<file path="config.mk">
export PLATFORM = sky130hd
export DESIGN_NAME = cvr_regs
export DESIGN_NICKNAME = d
export VERILOG_FILES = /design/src/rtl/cvr_regs.v
export VERILOG_INCLUDE_DIRS = /design/src /design/src/rtl
export SDC_FILE = /design/constraint.sdc
export NUM_CORES = 1
export LEC_CHECK = 0
export ABC_AREA = 1
export BUFFER_PORTS_ARGS = -buffer_cell sky130_fd_sc_hd__buf_2
export CELL_PAD_IN_SITES_DETAIL_PLACEMENT = 1
export CELL_PAD_IN_SITES_GLOBAL_PLACEMENT = 1
export CORE_MARGIN = 3
export CORE_UTILIZATION = 30
export DETAILED_ROUTE_END_ITERATION = 8
export GPL_TIMING_DRIVEN = 0
export PLACE_DENSITY_LB_ADDON = 0.1
export SYNTH_ARGS = -nofsm -noshare
export SYNTH_HDL_FRONTEND = slang
export SYNTH_SLANG_ARGS = --single-unit
</file>
<file path="constraint.sdc">
create_clock -name clk -period 4.4 [get_ports clk]
set_input_delay 0 -clock clk [delete_from_list [all_inputs] [get_ports clk]]
set_output_delay 0 -clock clk [all_outputs]
set_load 0.01 [all_outputs]
</file>
<file path="src/rtl/cvr_defines.vh">
// Constants for the converter configuration and interrupt register bank.
// Assumes an 8-bit serial register port and a 7-bit register address.
// Behaviour
// Reads return last written value of bits
// Mode bit 7 selects three-wire data pin
// Mode bit 6 selects least-significant-bit first
// Host changes bit order in single-byte writes
// Soft reset defaults all bits except mode
// Soft reset holds until bit written 0
// Echo clock and data receiver power-down bits
// Sample clock receiver power-down bit
// Converter bias power-down bit
// Clock generator stop bit
// Receiver delay controller clock runs when set
// Phase tracker controller clock runs when set
// Write-only register of six interrupt enables
// Enable zero clears flag and blocks requests
// Sync lost flag
// Sync locked flag, zero while unlocked
// Tracker lost flag
// Tracker locked flag, zero while unlocked
// Receiver lost flag
// Receiver locked flag, zero while unlocked
// Flag set only when enabled; sticky
// Undefined bits ignore writes, read zero
`ifndef CVR_DEFINES_VH
`define CVR_DEFINES_VH

// ----------------------------------------
// Register addresses
// ----------------------------------------
`define CVR_ADDR_MODE 7'h00
`define CVR_ADDR_PWR 7'h01
`define CVR_ADDR_GATE 7'h02
`define CVR_ADDR_IRQ_EN 7'h03
`define CVR_ADDR_IRQ_REQ 7'h04

// ----------------------------------------
// Field positions
// ----------------------------------------
`define CVR_MODE_DIR 7
`define CVR_MODE_LSB 6
`define CVR_MODE_SRST 5
`define CVR_PWR_ECHO 5
`define CVR_PWR_RCVR 4
`define CVR_PWR_SCLK 1
`define CVR_PWR_BIAS 0
`define CVR_GATE_CLKGEN 3
`define CVR_GATE_RCVR 1
`define CVR_GATE_TRK 0
`define CVR_IRQ_MSB 5
`define CVR_INS_RD 7
`define CVR_INS_AMSB 6

// ----------------------------------------
// Reset values and counts
// ----------------------------------------
`define CVR_RST_MODE 3'h0
`define CVR_RST_PWR 4'h0
`define CVR_RST_GATE 3'h0
`define CVR_RST_IRQ 6'h00
`define CVR_BIT_LAST 3'h7

`endif

</file>
<file path="src/rtl/cvr_regs.v">
// Serial-port register bank: mode, power-down, clock gating, interrupt
// enables and request flags. Assumes lock status levels arrive on clk.
`timescale 1ns/1ps
`include "cvr_defines.vh"

module cvr_regs (
  input wire clk,
  input wire rst_n,
  input wire spi_cs_n,
  input wire spi_sclk,
  input wire spi_sdio_in,
  output wire spi_sdio_out,
  output wire spi_sdio_oe,
  output wire spi_sdo_out,
  output wire spi_sdo_oe,
  input wire sync_lock,
  input wire tracker_lock,
  input wire receiver_lock,
  output wire soft_reset_active,
  output wire echo_clock_off,
  output wire data_receiver_off,
  output wire sample_clock_receiver_off,
  output wire converter_bias_off,
  output wire clock_generator_off,
  output wire receiver_ctrl_clock_on,
  output wire phase_tracker_clock_on
);

  // ----------------------------------------
  // Pin synchronisers
  // ----------------------------------------
  reg cs_s1_reg, cs_s2_reg;
  reg sclk_s1_reg, sclk_s2_reg, sclk_s3_reg;
  reg sdi_s1_reg, sdi_s2_reg;

  always @(posedge clk or negedge rst_n) begin
    if (!rst_n) begin
      cs_s1_reg <= 1'b1;
      cs_s2_reg <= 1'b1;
      sclk_s1_reg <= 1'b0;
      sclk_s2_reg <= 1'b0;
      sclk_s3_reg <= 1'b0;
      sdi_s1_reg <= 1'b0;
      sdi_s2_reg <= 1'b0;
    end else begin
      cs_s1_reg <= spi_cs_n;
      cs_s2_reg <= cs_s1_reg;
      sclk_s1_reg <= spi_sclk;
      sclk_s2_reg <= sclk_s1_reg;
      sclk_s3_reg <= sclk_s2_reg;
      sdi_s1_reg <= spi_sdio_in;
      sdi_s2_reg <= sdi_s1_reg;
    end
  end

  wire active = ~cs_s2_reg;
  wire sclk_rise = active & sclk_s2_reg & ~sclk_s3_reg;
  wire sclk_fall = active & ~sclk_s2_reg & sclk_s3_reg;

  // ----------------------------------------
  // Register storage
  // ----------------------------------------
  reg [2:0] mode_reg;
  reg [3:0] pwr_reg;
  reg [2:0] gate_reg;
  reg [5:0] irq_en_reg;
  reg [5:0] irq_flag_reg;

  wire three_wire = mode_reg[2];
  wire lsb_first = mode_reg[1];
  wire soft_rst = mode_reg[0];

  function [7:0] rd_mux;
    input [6:0] a;
    begin
      case (a)
        `CVR_ADDR_MODE: rd_mux = {mode_reg, 5'h00};
        `CVR_ADDR_PWR: rd_mux = {2'h0, pwr_reg[3:2], 2'h0, pwr_reg[1:0]};
        `CVR_ADDR_GATE: rd_mux = {4'h0, gate_reg[2], 1'b0, gate_reg[1:0]};
        `CVR_ADDR_IRQ_REQ: rd_mux = {2'h0, irq_flag_reg};
        // Enables are write-only; unmapped addresses read zero
        default: rd_mux = 8'h00;
      endcase
    end
  endfunction

  // ----------------------------------------
  // Serial port engine
  // ----------------------------------------
  reg data_phase_reg;
  reg [2:0] bit_cnt_reg;
  reg [7:0] rx_reg;
  reg read_reg;
  reg [6:0] addr_reg;
  reg [7:0] tx_reg;
  reg out_bit_reg;
  reg drive_reg;

  // Bit order follows the live mode bit, so a change takes effect on the
  // very next byte; a multi-byte change would corrupt the stream.
  wire [7:0] rx_new = lsb_first ? {sdi_s2_reg, rx_reg[7:1]}
                                : {rx_reg[6:0], sdi_s2_reg};
  wire byte_done = sclk_rise & (bit_cnt_reg == `CVR_BIT_LAST);
  wire wr_fire = byte_done & data_phase_reg & ~read_reg;
  wire [6:0] addr_inc = addr_reg + 7'h01;

  always @(posedge clk or negedge rst_n) begin
    if (!rst_n) begin
      data_phase_reg <= 1'b0;
      bit_cnt_reg <= 3'h0;
      rx_reg <= 8'h00;
      read_reg <= 1'b0;
      addr_reg <= 7'h00;
      tx_reg <= 8'h00;
      out_bit_reg <= 1'b0;
      drive_reg <= 1'b0;
    end else if (!active) begin
      data_phase_reg <= 1'b0;
      bit_cnt_reg <= 3'h0;
      drive_reg <= 1'b0;
    end else begin
      if (sclk_rise) begin
        rx_reg <= rx_new;
        bit_cnt_reg <= bit_cnt_reg + 3'h1;
      end
      if (byte_done) begin
        if (!data_phase_reg) begin
          data_phase_reg <= 1'b1;
          read_reg <= rx_new[`CVR_INS_RD];
          addr_reg <= rx_new[`CVR_INS_AMSB:0];
          drive_reg <= rx_new[`CVR_INS_RD];
          tx_reg <= rd_mux(rx_new[`CVR_INS_AMSB:0]);
        end else begin
          addr_reg <= addr_inc;
          tx_reg <= rd_mux(addr_inc);
        end
      end
      if (sclk_fall && drive_reg) begin
        out_bit_reg <= lsb_first ? tx_reg[bit_cnt_reg]
                                 : tx_reg[`CVR_BIT_LAST - bit_cnt_reg];
      end
    end
  end

  assign spi_sdio_out = out_bit_reg;
  assign spi_sdio_oe = drive_reg & active & three_wire;
  assign spi_sdo_out = out_bit_reg;
  assign spi_sdo_oe = drive_reg & active & ~three_wire;

  // ----------------------------------------
  // Lock event detection
  // ----------------------------------------
  reg [2:0] lock_prev_reg;
  wire [2:0] lock_now = {sync_lock, tracker_lock, receiver_lock};
  wire [2:0] got_lock = lock_now & ~lock_prev_reg;
  wire [2:0] lost_lock = ~lock_now & lock_prev_reg;
  wire [5:0] events = {lost_lock[2], got_lock[2], lost_lock[1], got_lock[1],
                       lost_lock[0], got_lock[0]};
  // A lost edge withdraws the matching locked flag
  wire [5:0] unlock_clr = {1'b0, lost_lock[2], 1'b0, lost_lock[1],
                           1'b0, lost_lock[0]};

  always @(posedge clk or negedge rst_n) begin
    if (!rst_n) begin
      lock_prev_reg <= 3'h0;
    end else begin
      lock_prev_reg <= lock_now;
    end
  end

  // ----------------------------------------
  // Register updates
  // ----------------------------------------
  wire en_wr = wr_fire & (addr_reg == `CVR_ADDR_IRQ_EN);
  wire [5:0] irq_en_next = en_wr ? rx_new[`CVR_IRQ_MSB:0] : irq_en_reg;
  wire [5:0] irq_flag_next = ((irq_flag_reg & ~unlock_clr) | (events & irq_en_reg))
                             & irq_en_next;

  always @(posedge clk or negedge rst_n) begin
    if (!rst_n) begin
      mode_reg <= `CVR_RST_MODE;
    end else if (wr_fire && addr_reg == `CVR_ADDR_MODE) begin
      // Mode survives its own soft reset
      mode_reg <= {rx_new[`CVR_MODE_DIR], rx_new[`CVR_MODE_LSB],
                   rx_new[`CVR_MODE_SRST]};
    end
  end

  always @(posedge clk or negedge rst_n) begin
    if (!rst_n) begin
      pwr_reg <= `CVR_RST_PWR;
      gate_reg <= `CVR_RST_GATE;
      irq_en_reg <= `CVR_RST_IRQ;
      irq_flag_reg <= `CVR_RST_IRQ;
    end else if (soft_rst) begin
      // Held at defaults for as long as the soft reset bit stays set
      pwr_reg <= `CVR_RST_PWR;
      gate_reg <= `CVR_RST_GATE;
      irq_en_reg <= `CVR_RST_IRQ;
      irq_flag_reg <= `CVR_RST_IRQ;
    end else begin
      if (wr_fire && addr_reg == `CVR_ADDR_PWR) begin
        pwr_reg <= {rx_new[`CVR_PWR_ECHO], rx_new[`CVR_PWR_RCVR],
                    rx_new[`CVR_PWR_SCLK], rx_new[`CVR_PWR_BIAS]};
      end
      if (wr_fire && addr_reg == `CVR_ADDR_GATE) begin
        gate_reg <= {rx_new[`CVR_GATE_CLKGEN], rx_new[`CVR_GATE_RCVR],
                     rx_new[`CVR_GATE_TRK]};
      end
      irq_en_reg <= irq_en_next;
      irq_flag_reg <= irq_flag_next;
    end
  end

  // ----------------------------------------
  // Control outputs
  // ----------------------------------------
  assign soft_reset_active = soft_rst;
  assign echo_clock_off = pwr_reg[3];
  assign data_receiver_off = pwr_reg[2];
  assign sample_clock_receiver_off = pwr_reg[1];
  assign converter_bias_off = pwr_reg[0];
  assign clock_generator_off = gate_reg[2];
  assign receiver_ctrl_clock_on = gate_reg[1];
  assign phase_tracker_clock_on = gate_reg[0];

endmodule

</file>
==> out/metrics.csv, run 1 <==
metric,value,unit
status,completed,
viasPerCell,4.830,
clk_pin_slew_worst_paths,0.06,ns
num-fill-cells,1399,
start_util,30.97,%
synth_nets,470,
cts_tree,built,
synth_compound_area_share,11.04,%
synth_fa_ha_area_share,2.445,%
cts_inserted_buffers,9,
synth_top_cell_by_area,dfrtp_1,
synth_top_family_by_area,simple AND/OR/NAND/NOR gates,
antenna_found_initial,0,
post_drt_wl_per_cell,16.53,um
vias,3091,
netlist_instances,455,
finClkSkew,0.008047,ns
grt_pass1_vias,3371,
avgSynthCellArea,7.873,um2
cts_sinks,62,
grt_max_degree,63,
root_buffer,clkbuf_16,
ys_warn_count,0,
synth.area.mux_share,0,%
dp.cells,617,
numPortBuffers,19,
rsz0062_at_grt,no,
max_freq,481.5,MHz
critPathLaunchType,flip-flop,
busiest_layer,met2,
grtUsageMet2,28.20,%
synth_area_leaders,"dfrtp_1, nand2_1, inv_1",
grt_pass1_wl,17960,um
antenna_cells,0,
drc,0,
drv_cap,0,
gr-usage-met3,2.789,%
cts_setup_buffers,0,
die-area,0.01329,mm2
synth_cell_types,34,
final.setup.tns,0,ns
end_kind,flip-flop,
drt_iter0_markers,151,
clock_latency,0.34,ns
drive_above_1_share,17.30,%
cp.arrival,2.27,ns
critPathKind,flip-flop to flip-flop,
detail-route-antenna-nets,0,
p_leak,2.075,nW
finalWirelength,10580,um
yosysSeqAreaShare,43.38,%
dpl.hpwl,7819,um
areaGrowthSynthToFinish,17.88,%
ys_seq_elements,62,
multi_input_area,0.001720,mm2
cts_max_path_buffers,2,
min_period,2.077,ns
die_h,115.3,um
regArea,0.001554,mm2
slew_violations,0,
place_area,0.003859,mm2
tightest_slew,0.8303,ns
grtUsageTotal,17.91,%
syn-cell-area,0.003582,mm2
num-nets-final,507,
gr-total-overflow,0,
rows,39,
finalInstanceArea,0.004223,mm2
pin_count,20,
cts_htree_levels,3,
core,0.01156,mm2
drt-pass1-iter-count,4,
maxSlewHeadroom,44.65,%
finalSetupViolCount,0,
pwr_density_cell,364.9,mW/mm2
period_share,47.20,%
irDropWorstVdd,0.1794,mV
worst_hold_path_type,primary input to async pin,
crit_fanout,10,
die_x,115.3,um
hold_violations,0,
fin_cells,640,
met1_usage,24.29,%
synth_top_area_share,41.91,%
synth_simple_gate_area_share,34.30,%
synthXorXnorAreaFrac,0.2445,%
worstPathRequired,4.59,ns
globalplace.congestion,0.8140,
where the power goes:
group | internal, mW | switching, mW
Combinational | 0.0641 | 0.150
Clock | 0.452 | 0.268
Sequential | 0.593 | 0.0138
Total | 1.11 | 0.432
metal layers:
metal  vias up  share of wire (%)
met5         -                  0
met4         0                2.1
met3        14                2.2
met2        30                 47
met1      1486                 49
li1       1561                  -
repair_timing:
item / CTS / global route
gates resized for setup: 0 / 0
hold endpoints to repair: 71 / 0
hold buffers: 7 / 0
synthesized netlist by cell type (all sizes together):
cell and count:
a21oi 11, dfrtp 60, o21ai 44, a22oi 4, clkbuf 2, a31oi 3, nand2 142, xor2 1
nand4 15, inv 59, nor2 44, nand3 41, o221ai 3, ha 7, clkinv 3, buf 7
dfstp 2, o211ai 3, nor3 4
area by class of cell:
class	instances	area share, %
multi-input combinational	322	40.74
sequential	62	36.80
buffer	9	1.659
tap	143	4.237
timing repair buffer	26	3.970
inverter	62	5.630
clock buffer	12	5.837
clock inverter	4	1.126
critical path, cell delays in order (launching register included):
cell     delay, ns
dfrtp_1       0.47
ha_1          0.22
ha_1          0.17
inv_1         0.14
nor2_8        0.09
nand2_4       0.13
nor2_8        0.05
a31oi_1       0.49
o21ai_0       0.16
stage by stage:
stage	setup slack, ns	hold WS [ns]	power (mW)	utilization, %
floorplan	2.682	-0.2956	0.7608	-
global placement	2.281	0.1055	0.8243	33.34
detailed placement	2.281	0.1079	0.8303	33.37
CTS	2.263	0.2918	1.562	36.51
global route	2.096	0.3020	1.612	36.51
finish	2.323	0.2943	1.541	36.51
cells in the final DEF (no fill, tap or decap), types with 6 or more instances in the layout:
cell	count
nand2_1	122
dfrtp_1	60
inv_1	57
nand3_1	38
o21ai_0	36
nor2_1	29
buf_2	20
nand4_1	15
nand2_2	14
a21oi_1	11
clkbuf_16	9
ha_1	7
dlygate4sd3_1	7
nand2_4	6
nor2_4	6
nor2_2	6
cells by family (layout without fill, tap and decap cells):
kind of cell             Yosys count  count (layout)
AND/OR/NAND/NOR                  246             246
buffers and inverters             71             113
AO/OA/AOI/OAI                     68              68
flip-flops                        62              62
adder cells (fa/ha/maj)            7               7
XOR/XNOR                           1               1
final timing paths:
| kind | slack (ns) | from | end | cells past startpoint |
|---|---|---|---|---|
| worst max-delay path | 2.32 | bit_cnt_reg[1] | pwr_reg[1] | 8 |
| worst min-delay path | 0.29 | rst_n | tx_reg[1] | 2 |
| min in group clk | 0.30 | spi_cs_n | cs_s1_reg | 2 |
| worst max register to register | 2.32 | bit_cnt_reg[1] | pwr_reg[1] | 8 |
| max in group asynchronous | 3.55 | rst_n | pwr_reg[0] | 2 |
| worst min register to register | 0.35 | sdi_s1_reg | sdi_s2_reg | 0 |
Power figures use the tool's default switching activity.
==> inputs of run 2 (changes only) <==
- ABC_AREA: 1 -> 0
- clock period: 4.4 -> 1.95 ns (I/O delays scaled with it)
==> run 2 against run 1 <==
Effect of this change: the flow now finishes with violations (setup timing); die area fell by 6.0%; sequential power grew 140%; wire length shrank 4.8%; non-clock buffer count grew 16; critical path depth is 2 lower; via count shrank 12%; register-to-register slack got worse by 2.3 ns.
==> out/metrics.csv, run 2 <==
metric,value,unit
max_freq,512.2,MHz
cts_tree,built,
clk_pin_slew_worst_paths,0.08,ns
synth_edf_count,0,
power.total,3.381,mW
worst_hold_path_type,primary input to flip-flop,
slew_violations,0,
place_area,0.003622,mm2
slowest_stage,or4b_1,
pwr_density_cell,785.4,mW/mm2
p_sw,0.9388,mW
grt_pass1_wl,16280,um
synth_top_area_share,44.76,%
clockPowerShare,42.3,%
violations,setup timing,
critPathLaunchType,flip-flop,
status,"complete, but fails checks",
worst_slack,-0.002498,ns
yosysSeqAreaShare,46.33,%
min_period,1.952,ns
finClkSkew,0.01092,ns
die_h,111.7,um
drc,0,
rows,37,
synth_nets,342,
globalplace.congestion,0.7503,
detail-route-antenna-nets,0,
netSwitchingFraction,27.77,%
cts_max_path_buffers,2,
dpl.hpwl,7142,um
ys_warn_count,0,
finalInstanceArea,0.004304,mm2
finalWirelength,10080,um
drt-pass1-iter-count,4,
final_core_util,40.60,%
num-nets-final,385,
async_flop_share,100.0,%
post_drt_wl_per_cell,19.72,um
areaGrowthSynthToFinish,28.31,%
max_stage_delay,0.60,ns
irDropWorstVdd,0.5111,mV
pre_cts_slack,-0.4579,ns
synth_top_cell_by_area,dfrtp_1,
grt_max_degree,63,
cts_htree_levels,3,
cts_inserted_buffers,9,
numPortBuffers,19,
power_frac_comb,13.8,%
die-area,0.01249,mm2
antenna_found_initial,0,
antenna_cells,0,
worstPathRequired,2.24,ns
period_share,100.1,%
core,0.01060,mm2
synth_cell_types,57,
synth_area_leaders,"dfrtp_1, mux2i_1, mux2_2",
clock_latency,0.36,ns
netlist_instances,327,
drive_above_1_share,32.53,%
fin_hold_ws,0.2848,ns
maxSlewHeadroom,44.92,%
finalSetupViolCount,1,
internal-power,2.442,mW
grt_pass1_vias,2844,
cp.arrival,2.24,ns
post-synth-top-count-cell,dfrtp_1,
synthFlopType,dfrtp_1,
end_kind,flip-flop,
tightest_slew,0.8262,ns
viasPerCell,5.337,
drt_iter0_markers,99,
vias,2727,
avgSynthCellArea,10.26,um2
ys_seq_elements,62,
root_buffer,clkbuf_8,
rsz0062_at_grt,yes,
crit_fanout,10,
syn-cell-area,0.003354,mm2
yosys-top-cells-count,"dfrtp_1, nand2_1, nor2_1",
p_leak,1.788,nW
path_cells,clkbuf_4 > or4b_1 > o31ai_4 > a22oi_2 > a211oi_2 > a211o_1,
drv_cap,0,
critPathKind,flip-flop to flip-flop,
final_common_cell,dfrtp_1,
start_util,31.64,%
layout_common_cells,"dfrtp_1, nand2_1, nor2_1, buf_2, o21ai_0",
pin_count,20,
grtUsageTotal,16.81,%
die_x,111.7,um
cts_sinks,62,
hold_violations,0,
p_seq_share,43.9,%
gr-total-overflow,0,
run 2: through the flow:
| step | TNS, ns | instances |
|---|---|---|
| 2_1_floorplan | 0 | 327 |
| 3_3_place_gp | -6.034 | 482 |
| 3_5_place_dp | -6.141 | 482 |
| 4_1_cts | -0.01572 | 507 |
| 5_1_grt | -0.4745 | 511 |
| 6_report | -0.002498 | 511 |
run 2: area by class of cell:
type	count	area [um2]
fillers	1167	6297
multi-input cells	233	1941
flip-flops and latches	62	1559
repair buffers	35	235.2
well taps	136	170.2
clock buffers	11	141.4
clock inverters	5	106.4
plain buffers	16	102.6
inverters	13	48.80
run 2: path summary, 6_finish.rpt:
path                             start             end  slack [ns]  depth (start not counted)
setup / recovery           mode_reg[1]       tx_reg[1]      -0.002                          6
hold / removal             spi_sdio_in      sdi_s1_reg        0.28                          2
setup reg to reg           mode_reg[1]       tx_reg[1]      -0.002                          6
hold reg to reg             sdi_s1_reg      sdi_s2_reg        0.35                          0
max in group asynchronous        rst_n  bit_cnt_reg[1]        1.07                          2
min in group asynchronous        rst_n       drive_reg        0.29                          2
run 2: logic make-up after synthesis:
group / Yosys count / synth area share, %
AOI/OAI and AO/OA: 83 / 16.19
xor gates and xnor gates: 1 / 0.2611
adders and majority gates: 8 / 2.909
buffers and inverters: 32 / 4.215
DFF: 62 / 46.33
muxes: 35 / 13.39
and+or+nand+nor: 106 / 16.71
run 2: routing by layer:
| metal | share of wire [%] | global-route usage (%) | up-vias |
|---|---|---|---|
| li1 | - | - | 1288 |
| met1 | 49 | 23.31 | 1403 |
| met2 | 48 | 26.02 | 31 |
| met3 | 2.8 | 4.185 | 5 |
| met4 | 0.51 | 4.947 | 0 |
| met5 | 0 | 0 | - |
run 2: repair_timing:
item / CTS / global route
gates resized for setup: 36 / 41
pin swaps: 7 / 5
hold endpoints to repair: 69 / 0
buffers inserted: 4 / 5
hold buffers: 7 / 0
setup endpoints to repair: 33 / 30
run 2: power by group through the flow:
stage | Sequential [mW] | Clock [mW] | Combinational [mW]
floorplan | 1.45 | 0 | 0.251
finish | 1.48 | 1.43 | 0.466
CTS | 1.47 | 1.47 | 0.439
detailed placement | 1.49 | 0 | 0.394
global placement | 1.49 | 0 | 0.390
global route | 1.50 | 1.53 | 0.514
run 2: critical path: cells and delay by family (launching register included):
| family | cells | cell delay, ns |
|---|---|---|
| AOI/OAI and AO/OA | 4 | 0.64 |
| and+or+nand+nor | 1 | 0.60 |
| DFF | 1 | 0.42 |
| buffers and inverters | 1 | 0.22 |
==> inputs of run 3 (changes only) <==
- CORE_UTILIZATION: 30 -> 48
==> run 3 against run 2 <==
Effect of this change: highest routed layer unchanged; sequential share of layout area grew 1.0 points; sequential cell count is the same; fmax shrank 3.2%; die area fell by 36%; critical endpoint is now tx_reg[5]; clock skew decreased by 0.0026 ns; critical path type unchanged; total power fell by 6.7%; worst setup slack worse by 0.064 ns; count of clock-buffer cells in the layout is the same; hold slack worse by 0.013 ns; the run still ends with setup timing left.
==> out/metrics.csv, run 3 (synthesized netlist as in run 2, its figures left out) <==
metric,value,unit
crit_fanout,4,
antenna_cells,0,
crit_start,bit_cnt_reg[0],
rrSetupSlack,-0.07,ns
critPathKind,flip-flop to flip-flop,
drt_iter0_markers,184,
cp-endpoint,tx_reg[5],
rows,29,
max_stage_delay,0.52,ns
r2r-end,tx_reg[5],
fin_hold_ws,0.2718,ns
tightest_slew,0.8091,ns
power_frac_comb,14.3,%
num-nets-final,385,
globalplace.congestion,0.8391,
internal-power,2.256,mW
final_core_util,63.78,%
start_util,51.08,%
die_x,89.60,um
clock_latency,0.36,ns
num-fill-cells,695,
root_buffer,clkbuf_8,
drive_above_1_share,29.60,%
p_sw,0.8966,mW
worstPathRequired,2.25,ns
final.setup.tns,-0.2213,ns
dp.cells,439,
pre_cts_slack,-0.4072,ns
clk_pin_slew_worst_paths,0.07,ns
maxSlewHeadroom,46.06,%
critPathLaunchType,flip-flop,
die-area,0.008027,mm2
drt-pass1-iter-count,4,
slowest_stage,or4bb_4,
cts_tree,built,
netSwitchingFraction,28.44,%
pin_count,20,
final_common_cell,dfrtp_1,
place_area,0.003566,mm2
irDropWorstVdd,0.6845,mV
min_period,2.017,ns
pwr_density_cell,752.6,mW/mm2
die_h,89.60,um
core,0.006568,mm2
grt_pass1_wl,15640,um
layout_common_cells,"dfrtp_1, nand2_1, buf_2, nor2_1, a21oi_1",
cts_max_path_buffers,2,
power.total,3.153,mW
cts_inserted_buffers,9,
antenna_found_initial,0,
slew_violations,0,
grt_max_degree,63,
clockPowerShare,38.8,%
path_cells,ha_2 > ha_4 > or4bb_4 > nor2_4 > nand4_4 > o22ai_2 > a221o_1,
p_seq_share,46.9,%
areaGrowthSynthToFinish,24.88,%
worst_hold_path_type,primary input to async pin,
rsz0062_at_grt,yes,
hold_violations,0,
detail-route-antenna-nets,0,
grtUsageTotal,26.48,%
cts_htree_levels,3,
worst_slack,-0.06663,ns
dpl.hpwl,6724,um
vias,2908,
cts_sinks,62,
p_leak,1.796,nW
gr-total-overflow,0,
status,"complete, but fails checks",
drc,0,
viasPerCell,6.214,
cp.arrival,2.32,ns
period_share,103.4,%
numPortBuffers,19,
end_kind,flip-flop,
post_drt_wl_per_cell,21.63,um
finalWirelength,10120,um
finalInstanceArea,0.004189,mm2
drv_cap,0,
fin_cells,468,
finalSetupViolCount,4,
violations,setup timing,
reg2reg_from,bit_cnt_reg[0],
max_freq,495.9,MHz
finClkSkew,0.008309,ns
grt_pass1_vias,2967,
r2r_cells,7,
run 3: worst max-delay path, delay by kind of cell, from the launching register on:
family          cells  cell delay [ns]
flops               1             0.37
fa+ha+maj           2             0.34
simple gates        3             0.92
compound gates      2             0.32
run 3: worst min path at each step:
stage,from,to,slack (ns)
floorplan,rst_n,addr_reg[0],-0.30
global placement,spi_cs_n,cs_s1_reg,0.10
detailed placement,spi_cs_n,cs_s1_reg,0.11
CTS,rst_n,addr_reg[3],0.02
global route,spi_sdio_in,sdi_s1_reg,0.28
finish,rst_n,mode_reg[2],0.27
run 3: power by group through the flow:
stage	Combinational (mW)	Sequential [mW]	Clock, mW
after global placement	0.371	1.48	0
after detailed placement	0.384	1.49	0
after floorplan	0.251	1.45	0
after CTS	0.411	1.47	1.23
final	0.452	1.48	1.22
after global routing	0.487	1.49	1.31
run 3: cell type report:
class                   instances  area, um2  area share [%]
flip-flops and latches         62       1559           37.22
multi-input cells             233       1913           45.67
clock buffers                  11      131.4           3.136
inverters                      13      48.80           1.165
clock inverters                 5      75.07           1.792
well taps                      93      116.4           2.778
repair buffers                 35      242.7           5.795
plain buffers                  16      102.6           2.449
run 3: repair_timing:
item,in CTS,in global routing
setup endpoints to repair,33,26
resized for setup,32,37
hold buffers,6,1
pin swaps,9,9
buffers inserted,4,5
endpoints found under the hold margin,9,60
run 3: routing by layer:
layer / track usage, % / up-vias / part of all wire (%)
met4: 8.254 / 0 / 2.4
li1: - / 1288 / -
met2: 43.35 / 82 / 51
met1: 34.59 / 1516 / 41
met3: 6.752 / 22 / 5.5
met5: 0 / - / 0
